`src/shared/bbs_pkg.sv`:
```
// Purpose: Constants for the battery-backed SRAM host controller.
// Assumes: 200 MHz mclk, 5 ns period.
// Notes: Times are kept in their own units; cycle counts derive from them.
package bbs_pkg;
    localparam int CLK_MHZ = 200;
    localparam int CLK_PS = 5000;
    localparam int ADDR_W = 11;
    localparam int DATA_W = 8;
    // Write pulse width, least, ns
    localparam int WRITE_PULSE_NS = 90;
    // Data setup before terminating edge, least, ns
    localparam int DATA_SETUP_NS = 40;
    // Write recovery interval, least, ns
    localparam int WRITE_RECOVERY_NS = 10;
    // Read cycle / access time, ns
    localparam int READ_ACCESS_NS = 150;
    // Output enable data off time, longest, ns
    localparam int OUTPUT_OFF_NS = 35;
    // Write strobe output off time, ns
    localparam int WRITE_STROBE_OUTPUT_OFF_NS = 50;
    // Power-up recovery time, least, ms
    localparam int POWER_UP_RECOVERY_MS = 2;
    // Power-down lead time, least, us
    localparam int POWER_DOWN_LEAD_US = 0;
    // Counts rounded up, at least one cycle
    localparam int WRITE_PULSE_CYC = (WRITE_PULSE_NS * 1000 + CLK_PS - 1) / CLK_PS;
    localparam int DATA_SETUP_CYC = (DATA_SETUP_NS * 1000 + CLK_PS - 1) / CLK_PS;
    localparam int WRITE_RECOVERY_CYC = (WRITE_RECOVERY_NS * 1000 + CLK_PS - 1) / CLK_PS;
    localparam int READ_ACCESS_CYC = (READ_ACCESS_NS * 1000 + CLK_PS - 1) / CLK_PS;
    localparam int OUTPUT_OFF_CYC = (OUTPUT_OFF_NS * 1000 + CLK_PS - 1) / CLK_PS;
    localparam int POWER_UP_RECOVERY_CYC = POWER_UP_RECOVERY_MS * 1000 * CLK_MHZ;
    localparam int POWER_DOWN_LEAD_CYC = (POWER_DOWN_LEAD_US * CLK_MHZ < 1) ? 1 :
        POWER_DOWN_LEAD_US * CLK_MHZ;
    localparam int CNT_W = 20;
    typedef enum logic [2:0] {
        BBS_IDLE = 3'b000,
        BBS_WR_STROBE = 3'b001,
        BBS_WR_RECOVER = 3'b010,
        BBS_RD_ACCESS = 3'b011,
        BBS_RD_RELEASE = 3'b100,
        BBS_WAIT_POWER = 3'b101
    } bbs_state_t;
endpackage

```
`src/hdl/bbs_host.sv`:
```
// Purpose: Host-side controller driving a battery-backed 2K x 8 async SRAM.
// Assumes: power_fail_n pin is open-collector, pulled up, sampled through sync.
// Notes: One request at a time; accepts when req_ready is high.
`timescale 1ns/1ps
`default_nettype none
module bbs_host
    import bbs_pkg::*;
#(
    parameter int RECOVERY_CYC = POWER_UP_RECOVERY_CYC
) (
    input wire logic mclk,
    input wire logic rst_n,
    input wire logic req_valid,
    input wire logic req_write,
    input wire logic [ADDR_W-1:0] req_addr,
    input wire logic [DATA_W-1:0] req_wdata,
    output logic req_ready,
    output logic rsp_valid,
    output logic [DATA_W-1:0] rsp_rdata,
    output logic power_ok,
    output logic first_write_pending,
    output logic chip_enable_n,
    output logic write_enable_n,
    output logic output_enable_n,
    output logic [ADDR_W-1:0] sram_addr,
    output logic [DATA_W-1:0] dq_out,
    output logic dq_oe,
    input wire logic [DATA_W-1:0] dq_in,
    input wire logic power_fail_output
);
    logic pf_sync;
    logic [DATA_W-1:0] dq_sync;
    bbs_state_t state_q, state_d;
    logic [CNT_W-1:0] cnt_q, cnt_d;
    logic [CNT_W-1:0] pwr_cnt_q, pwr_cnt_d;
    logic power_ok_q, power_ok_d;
    logic first_q, first_d;
    logic ce_n_q, ce_n_d, we_n_q, we_n_d, oe_n_q, oe_n_d;
    logic dq_oe_q, dq_oe_d;
    logic [ADDR_W-1:0] addr_q, addr_d;
    logic [DATA_W-1:0] wdata_q, wdata_d, rdata_q, rdata_d;
    logic ready_q, ready_d, rsp_q, rsp_d;

    // Pin synchronisers
    bbs_sync #(.WIDTH(1)) u_pf_sync (
        .mclk(mclk),
        .rst_n(rst_n),
        .async_in(power_fail_output),
        .sync_out(pf_sync)
    );
    bbs_sync #(.WIDTH(DATA_W)) u_dq_sync (
        .mclk(mclk),
        .rst_n(rst_n),
        .async_in(dq_in),
        .sync_out(dq_sync)
    );

    // Power supervision: low power-fail blocks access, then recovery wait
    always_comb begin
        pwr_cnt_d = pwr_cnt_q;
        power_ok_d = power_ok_q;
        first_d = first_q;
        // Finished write clears the flag; a power fail in the same cycle wins
        if (state_q == BBS_WR_STROBE && state_d == BBS_WR_RECOVER) begin
            first_d = 1'b0;
        end
        if (!pf_sync) begin
            power_ok_d = 1'b0;
            pwr_cnt_d = '0;
            first_d = 1'b1;
        end else if (!power_ok_q) begin
            if (pwr_cnt_q >= CNT_W'(RECOVERY_CYC - 1)) begin
                power_ok_d = 1'b1;
            end else begin
                pwr_cnt_d = pwr_cnt_q + 1'b1;
            end
        end
    end

    always_ff @(posedge mclk or negedge rst_n) begin
        if (!rst_n) begin
            pwr_cnt_q <= '0;
            power_ok_q <= 1'b0;
            first_q <= 1'b1;
        end else begin
            pwr_cnt_q <= pwr_cnt_d;
            power_ok_q <= power_ok_d;
            first_q <= first_d;
        end
    end

    // Access sequencer
    always_comb begin
        state_d = state_q;
        cnt_d = cnt_q;
        ce_n_d = ce_n_q;
        we_n_d = we_n_q;
        oe_n_d = oe_n_q;
        dq_oe_d = dq_oe_q;
        addr_d = addr_q;
        wdata_d = wdata_q;
        rdata_d = rdata_q;
        ready_d = 1'b0;
        rsp_d = 1'b0;
        case (state_q)
            BBS_IDLE: begin
                ce_n_d = 1'b1;
                we_n_d = 1'b1;
                oe_n_d = 1'b1;
                dq_oe_d = 1'b0;
                if (!power_ok_q) begin
                    state_d = BBS_WAIT_POWER;
                end else if (req_valid && ready_q) begin
                    addr_d = req_addr;
                    wdata_d = req_wdata;
                    ce_n_d = 1'b0;
                    cnt_d = '0;
                    if (req_write) begin
                        we_n_d = 1'b0;
                        state_d = BBS_WR_STROBE;
                    end else begin
                        oe_n_d = 1'b0;
                        state_d = BBS_RD_ACCESS;
                    end
                end else begin
                    // Ready only if power still good next cycle, so a shown ready is taken
                    ready_d = power_ok_d;
                end
            end
            BBS_WR_STROBE: begin
                // Drive data only after device outputs are off
                if (cnt_q >= CNT_W'(OUTPUT_OFF_CYC)) begin
                    dq_oe_d = 1'b1;
                end
                if (cnt_q >= CNT_W'(WRITE_PULSE_CYC + DATA_SETUP_CYC)) begin
                    we_n_d = 1'b1;
                    ce_n_d = 1'b1;
                    cnt_d = '0;
                    state_d = BBS_WR_RECOVER;
                end else begin
                    cnt_d = cnt_q + 1'b1;
                end
            end
            BBS_WR_RECOVER: begin
                dq_oe_d = 1'b0;
                if (cnt_q >= CNT_W'(WRITE_RECOVERY_CYC)) begin
                    rsp_d = 1'b1;
                    state_d = BBS_IDLE;
                end else begin
                    cnt_d = cnt_q + 1'b1;
                end
            end
            BBS_RD_ACCESS: begin
                // Allow two extra cycles for the synchroniser
                if (cnt_q >= CNT_W'(READ_ACCESS_CYC + 2)) begin
                    rdata_d = dq_sync;
                    ce_n_d = 1'b1;
                    oe_n_d = 1'b1;
                    cnt_d = '0;
                    state_d = BBS_RD_RELEASE;
                end else begin
                    cnt_d = cnt_q + 1'b1;
                end
            end
            BBS_RD_RELEASE: begin
                // Bus floats before next access
                if (cnt_q >= CNT_W'(OUTPUT_OFF_CYC)) begin
                    rsp_d = 1'b1;
                    state_d = BBS_IDLE;
                end else begin
                    cnt_d = cnt_q + 1'b1;
                end
            end
            BBS_WAIT_POWER: begin
                ce_n_d = 1'b1;
                we_n_d = 1'b1;
                oe_n_d = 1'b1;
                dq_oe_d = 1'b0;
                if (power_ok_q) begin
                    state_d = BBS_IDLE;
                end
            end
            default: begin
                state_d = BBS_IDLE;
            end
        endcase
    end

    always_ff @(posedge mclk or negedge rst_n) begin
        if (!rst_n) begin
            state_q <= BBS_IDLE;
            cnt_q <= '0;
            ce_n_q <= 1'b1;
            we_n_q <= 1'b1;
            oe_n_q <= 1'b1;
            dq_oe_q <= 1'b0;
            addr_q <= '0;
            wdata_q <= '0;
            rdata_q <= '0;
            ready_q <= 1'b0;
            rsp_q <= 1'b0;
        end else begin
            state_q <= state_d;
            cnt_q <= cnt_d;
            ce_n_q <= ce_n_d;
            we_n_q <= we_n_d;
            oe_n_q <= oe_n_d;
            dq_oe_q <= dq_oe_d;
            addr_q <= addr_d;
            wdata_q <= wdata_d;
            rdata_q <= rdata_d;
            ready_q <= ready_d;
            rsp_q <= rsp_d;
        end
    end

    // Outputs straight from flip-flops
    assign req_ready = ready_q;
    assign rsp_valid = rsp_q;
    assign rsp_rdata = rdata_q;
    assign power_ok = power_ok_q;
    assign first_write_pending = first_q;
    assign chip_enable_n = ce_n_q;
    assign write_enable_n = we_n_q;
    assign output_enable_n = oe_n_q;
    assign sram_addr = addr_q;
    assign dq_out = wdata_q;
    assign dq_oe = dq_oe_q;
endmodule
`default_nettype wire

```
`src/hdl/bbs_sync.sv`:
```
// Purpose: Two flip-flop synchroniser for asynchronous level inputs.
// Assumes: Input is a plain level from a pin.
// Notes: Only the second stage is visible to logic.
`timescale 1ns/1ps
`default_nettype none
module bbs_sync #(
    parameter int WIDTH = 1
) (
    input wire logic mclk,
    input wire logic rst_n,
    input wire logic [WIDTH-1:0] async_in,
    output var logic [WIDTH-1:0] sync_out
);
    logic [WIDTH-1:0] stage1_q;

    // Two-stage capture
    always_ff @(posedge mclk or negedge rst_n) begin
        if (!rst_n) begin
            stage1_q <= '0;
            sync_out <= '0;
        end else begin
            stage1_q <= async_in;
            sync_out <= stage1_q;
        end
    end
endmodule
`default_nettype wire

```
`config.mk`:
```
export PLATFORM = sky130hd
export DESIGN_NAME = bbs_host
export DESIGN_NICKNAME = d
export VERILOG_FILES = /design/src/shared/bbs_pkg.sv /design/src/hdl/bbs_host.sv /design/src/hdl/bbs_sync.sv
export SDC_FILE = /design/constraint.sdc
export NUM_CORES = 1
export LEC_CHECK = 0
export ABC_AREA = 1
export BUFFER_PORTS_ARGS = -buffer_cell sky130_fd_sc_hd__buf_2
export CORE_MARGIN = 2
export CORE_UTILIZATION = 30
export DETAILED_ROUTE_END_ITERATION = 8
export GPL_TIMING_DRIVEN = 0
export PLACE_DENSITY = 0.56
export SLEW_MARGIN = 30
export SYNTH_ARGS = -nofsm -noshare
export SYNTH_HDL_FRONTEND = slang
export SYNTH_SLANG_ARGS = --single-unit
```
`constraint.sdc`:
```
create_clock -name mclk -period 2.04 [get_ports mclk]
set_input_delay 0.408 -clock mclk [delete_from_list [all_inputs] [get_ports mclk]]
set_output_delay 0.408 -clock mclk [all_outputs]
set_load 0.02 [all_outputs]
```
# [Word level (Yosys, flattened, before mapping)]
# Cells that the tools add are included.
# Widths: inputs -> output; s select.
[op_classes] n_addsub=2 order_cmp=5 n_eq_ne=16 n_mux=45 n_reduce_logical=17
[op_table] cell="$mux 20" count=9
[op_table] cell="$pmux 20 s5" count=1
[op_table] cell="$add 20x1->20 const B" count=2
[op_table] cell="$mux 1" count=21
[op_table] cell="$mux 3" count=7
[op_table] cell="$ge 20x19->1 const B" count=1
[op_table] cell="$ge 20x2->1 const B" count=1
[op_table] cell="$ge 20x3->1 const B" count=1
[op_table] cell="$ge 20x5->1 const B" count=1
[op_table] cell="$ge 20x6->1 const B" count=1
[op_table] cell="$pmux 3 s6" count=1
[op_table] cell="$ne 2x2->1 const B" count=8
[op_table] cell="$reduce_and 2->1" count=5
[op_table] cell="$eq 3x2->1 const B" count=3
[op_table] cell="$eq 3x3->1 const B" count=2
[op_table] cell="$pmux 1 s3" count=2
[op_table] cell="$reduce_and 3->1" count=2
[op_table] cell="$reduce_bool 3->1" count=2
[op_table] cell="$reduce_and 5->1" count=1
[op_table] cell="$reduce_bool 5->1" count=1
[op_table] cell="$ne 2x1->1 const B" count=2
[op_table] cell="$pmux 1 s2" count=2
[op_table] cell="$pmux 1 s4" count=1
[op_table] cell="$reduce_bool 4->1" count=1
[op_table] cell="6 further kinds" count=7
[word_totals] ff_bits=96 input_bits=32 out_inout_bits=35

# [Logic depth before layout (Yosys ltp)]
[logic_depth] ltp_word=8 mapped_depth=13 depth_no_buf=12

# [Modules after synthesis]
# From an unflattened synthesis, not the netlist that was laid out.
[hier_totals] cells_unflattened=548 hier_area_um2=4591.9
[modules_own_cells] module="bbs_host" instances=1 cells_each=530 area_each_um2=4141.5 seq_area_each_um2=1956.9
[modules_own_cells] module="bbs_sync at u_dq_sync" instances=1 cells_each=16 area_each_um2=400.4 seq_area_each_um2=400.4
[modules_own_cells] module="bbs_sync at u_pf_sync" instances=1 cells_each=2 area_each_um2=50.0 seq_area_each_um2=50.0

# [Worst setup path after synthesis]
# Ideal clock, no wire load.
[synth_path] kind="register -> register" startpoint="reg pwr_cnt_q[0]" endpoint="reg pwr_cnt_q[15]" setup_ns=0.118 arrival_time_ns=1.467 t_required_ns=1.922 setup_slack_ns=0.455 path_stages_with_launch=14 period_less_slack_ns=1.585 path_cell_list="dfrtp_1 > ha_1 > nand2_1 > inv_2 > nand2_1 > nand2_1 > nand2_1 > nand2_2 > nand2_4 > nand2_4 > buf_6 > buf_6 > nand3_1 > nand2_1"
[synth_via] elab_chain_len=4 word_cells_on_any_way=7
[synth_rtl] element="start: declaration" line="bbs_host.sv:35" source="logic [CNT_W-1:0] pwr_cnt_q, pwr_cnt_d;"
[synth_rtl] element="start signal: assignment" line="bbs_host.sv:86" source="pwr_cnt_q <= pwr_cnt_d;"
[synth_rtl] element="$add 20x1->20" line="bbs_host.sv:75" source="pwr_cnt_d = pwr_cnt_q + 1'b1;"
[synth_rtl] element="$mux 20" line="bbs_host.sv:72" source="if (pwr_cnt_q >= CNT_W'(RECOVERY_CYC - 1)) begin"
[synth_rtl] element="$mux 20" line="bbs_host.sv:71" source="end else if (!power_ok_q) begin"
[synth_rtl] element="$mux 20" line="bbs_host.sv:67" source="if (!pf_sync) begin"
# Several ways; a longest one is shown, not always the timed one. The select of a mux whose other input is x is not followed.
# A chain may end at the register's enable or synchronous reset.

# [Final worst setup path]
[layout_path] startpoint="reg pwr_cnt_q[0]" endpoint="reg pwr_cnt_q[14]"
# The elaborated chain is that of the path after synthesis.

==> results_dict.tcl <==
set metrics [dict create \
    grt_pass1_vias 3622 \
    grt_first_pass_wirelength_mm 16.9 \
    num_rows 44 \
    post_drt_wl_per_cell_um 12.5 \
    hpwl_mm 6.97 \
    viasPerCell 4.63 \
    avgSynthCellArea_um2 8.89 \
    htree_levels 3 \
    fin_cells 770 \
    fin_skew_ns 0.00878 \
    overflow 0 \
    die_height_um 126 \
    fin_util_pct 36.8 \
    synth-main-ff-cell "dfrtp_1" \
    core_area_um2 14500 \
    place_congestion 0.875 \
    synth.area.top_cells "dfrtp_1 (52%), nand2_1 (11%), mux2_1 (6.8%)" \
    period_minus_slack_ns 1.92 \
    drc 0 \
    post-synth-top-area-fraction_pct 51.6 \
    startpoint_type "flip-flop" \
    syn-num-nets 537 \
    tightest_slew_ns 0.527 \
    reg2reg_depth 13 \
    cts_tree "built" \
    yosys-top-cells-count "nand2_1 (134), dfrtp_1 (92), nor2_1 (71), inv_1 (41), nand3_1 (41)" \
    synth.distinct_cells 33 \
    drv_cap 0 \
    drt_iter0_drc 160 \
    leakage_nw 2.92 \
    vias 3563 \
    setup_viol_count_final 0 \
    cts_root_buf "clkbuf_16" \
    dr.pass1.iters 4 \
    synthCells 502 \
    fmax_mhz 520 \
    routed_wl_mm 9.66 \
    die_w_um 126 \
    crit_required_ns 2.29 \
    crit_fanout 10 \
    antenna_found_initial 0 \
    reg2reg_setup_slack_ns 0.12 \
    synth-edff-count 0 \
    cp_slowest_cell "dfrtp_1" \
    ant_nets 0 \
    cts_buffers 9 \
    use_met1_pct 16.8 \
    setup_slack_ns 0.119 \
    clk_pin_slew_worst_paths_ns 0.07 \
    busiest_layer "met2" \
    power_density_nw_per_um2 684 \
    status "finished clean" \
    rsz0062_at_grt "no" \
    layout.nets 616 \
    grt_max_degree 54 \
    holdPathStages 1 \
    ir_worst_vdd_mv 0.379 \
    port_buffers 66 \
    synth_largest_area_cell "dfrtp_1" \
    initial_core_util_pct 30.7 \
    holdCritPathClass "in -> reg" \
    cts_max_path_buffers 2 \
    critPathArrivalTime_ns 2.17 \
    syn-cell-area_um2 4460 \
    cp_slowest_stage_delay_ns 0.42 \
    cp-end-kind "flip-flop" \
    ys_ff_latch 96 \
    cp_cell_sequence "ha_1, nand2_1, inv_2, nand2_1, nand2_1, nand2_1, nand2_2, nand2_4, nand2_4, nand2_2, clkbuf_4, nand2_1, nand2_1" \
    fin_crit_sh_pct 94.2 \
    yosysWarnings 0 \
    ys_seq_area_share_pct 54.0 \
    fillCellCount 1490 \
    pre_cts_slack_ns 0.131 \
    grt_usage_pct 13.0 \
    dp_cells 753 \
    clkSinkCount 96 \
    maxSlewViolCount 0 \
    grt_util_met3_pct 3.70 \
    hold_violations 0 \
    drive_gt1_share_pct 20.1 \
    io_pins 67 \
    reg2reg_to "pwr_cnt_q[14]$_DFFE_PN0P_" \
    die-area_um2 15900 \
    hold_end "u_pf_sync.stage1_q$_DFF_PN0_" \
    r2r_start "pwr_cnt_q[0]$_DFFE_PN0P_" \
    min_from "power_fail_output" \
    yosysMostFrequentCell "nand2_1" \
    critPathKind "reg -> reg" \
    clock_latency_ns 0.35 \
    area_growth_pct 19.9 \
    post_cts_buffers 0 \
    maxSlewHeadroom_pct 64.7 \
    grt_use_met2_pct 20.9 \
    path_common_cell "nand2_1" \
    async_reset_ff_share_pct 100 \
    n_antenna_cell 0 \
]
==> repair_timing <==
item | 4_1_cts | 5_1_grt
setup endpoints to repair | 0 | 2
gates resized for setup | 0 | 1
hold endpoints to repair | 42 | 0
hold buffers | 1 | 0
==> report_power, final <==
part | total, mW | internal, mW | switching (mW) | leakage [nW]
Clock | 1.62 | 0.847 | 0.774 | 0.135
Combinational | 0.102 | 0.0363 | 0.0655 | 1.52
Sequential | 1.93 | 1.93 | 0.00967 | 1.26
Total | 3.66 | 2.81 | 0.849 | 2.92
==> logic make-up after synthesis <==
family	synth area share, %
xor+xnor	2.16
fa+ha+maj	0.842
buf+inv	5.69
simple gates	27.7
flops	54.0
mux	6.82
compound gates	2.78
==> state kept, by name, summed over array words and instances, names as in the netlist, 3 cells and up <==
name and cells:
cnt_q 20, dq_out 8, pwr_cnt_q 20, rsp_rdata 8, sram_addr 11, state_q 3
u_dq_sync.stage1_q 8, u_dq_sync.sync_out 8
==> cell type report <==
type / count / area [um^2] / share of cell area [%]
Multi-Input combinational cell: 345 / 1800 / 33.6
Sequential cell: 96 / 2410 / 45.0
Tap cell: 184 / 230 / 4.30
Clock inverter: 6 / 53.8 / 1.01
Buffer: 11 / 68.8 / 1.29
Clock buffer: 10 / 229 / 4.28
Timing Repair Buffer: 68 / 374 / 6.99
Inverter: 50 / 188 / 3.51
==> per-stage QoR <==
stage | power, mW | hold slack [ns] | setup TNS [ns] | area [um^2]
floorplan | 1.99 | 0.112 | 0 | 4460
global placement | 2.07 | 0.332 | -33.23 | 5020
detailed placement | 2.08 | 0.335 | 0 | 5050
CTS | 3.73 | 0.145 | 0 | 5350
global route | 3.81 | 0.143 | 0 | 5350
finish | 3.66 | 0.158 | 0 | 5350
==> placed cells by master, fill, tap and decap left out, types with 3 or more instances in the layout <==
master,count
dfrtp_1,92
a21oi_1,7
dfstp_2,4
clkinv_4,3
nor2_1,71
ha_1,3
inv_2,9
o21ai_0,5
nand2_1,134
nand3_1,41
xor2_1,7
mux2_1,27
buf_2,69
clkbuf_1,3
o21ai_1,3
clkbuf_16,9
nand4_1,16
nor3_1,6
nor2_2,4
inv_1,41
nand2_2,5
xnor2_1,4
buf_6,3
==> routing by layer <==
layer | wire length (um) | up-vias
met2 | 4590 | 94
met4 | 175 | 0
met1 | 4410 | 1696
li1 | - | 1761
met3 | 484 | 12
met5 | 0 | -
==> how the worst max path moves through the flow <==
stage,slack (ns),cells past startpoint,startpoint,endpoint
2_1_floorplan,0.46,13,pwr_cnt_q[0]$_DFFE_PN0P_,pwr_cnt_q[15]$_DFFE_PN0P_
3_3_place_gp,-0.37,1,rst_n,cnt_q[6]$_DFFE_PN0P_
3_5_place_dp,0.13,13,pwr_cnt_q[0]$_DFFE_PN0P_,pwr_cnt_q[14]$_DFFE_PN0P_
4_1_cts,0.12,13,pwr_cnt_q[0]$_DFFE_PN0P_,pwr_cnt_q[14]$_DFFE_PN0P_
5_1_grt,0.008,13,pwr_cnt_q[0]$_DFFE_PN0P_,pwr_cnt_q[14]$_DFFE_PN0P_
6_report,0.12,13,pwr_cnt_q[0]$_DFFE_PN0P_,pwr_cnt_q[14]$_DFFE_PN0P_
==> worst max-delay path, delay by kind of cell, from the launching register on <==
kind                     cells  cell delay (ns)
buffers and inverters        2             0.30
flip-flops                   1             0.42
AND/OR/NAND/NOR             10             0.74
adder cells (fa/ha/maj)      1             0.35
Note: power is estimated with default switching activity, not from simulation.
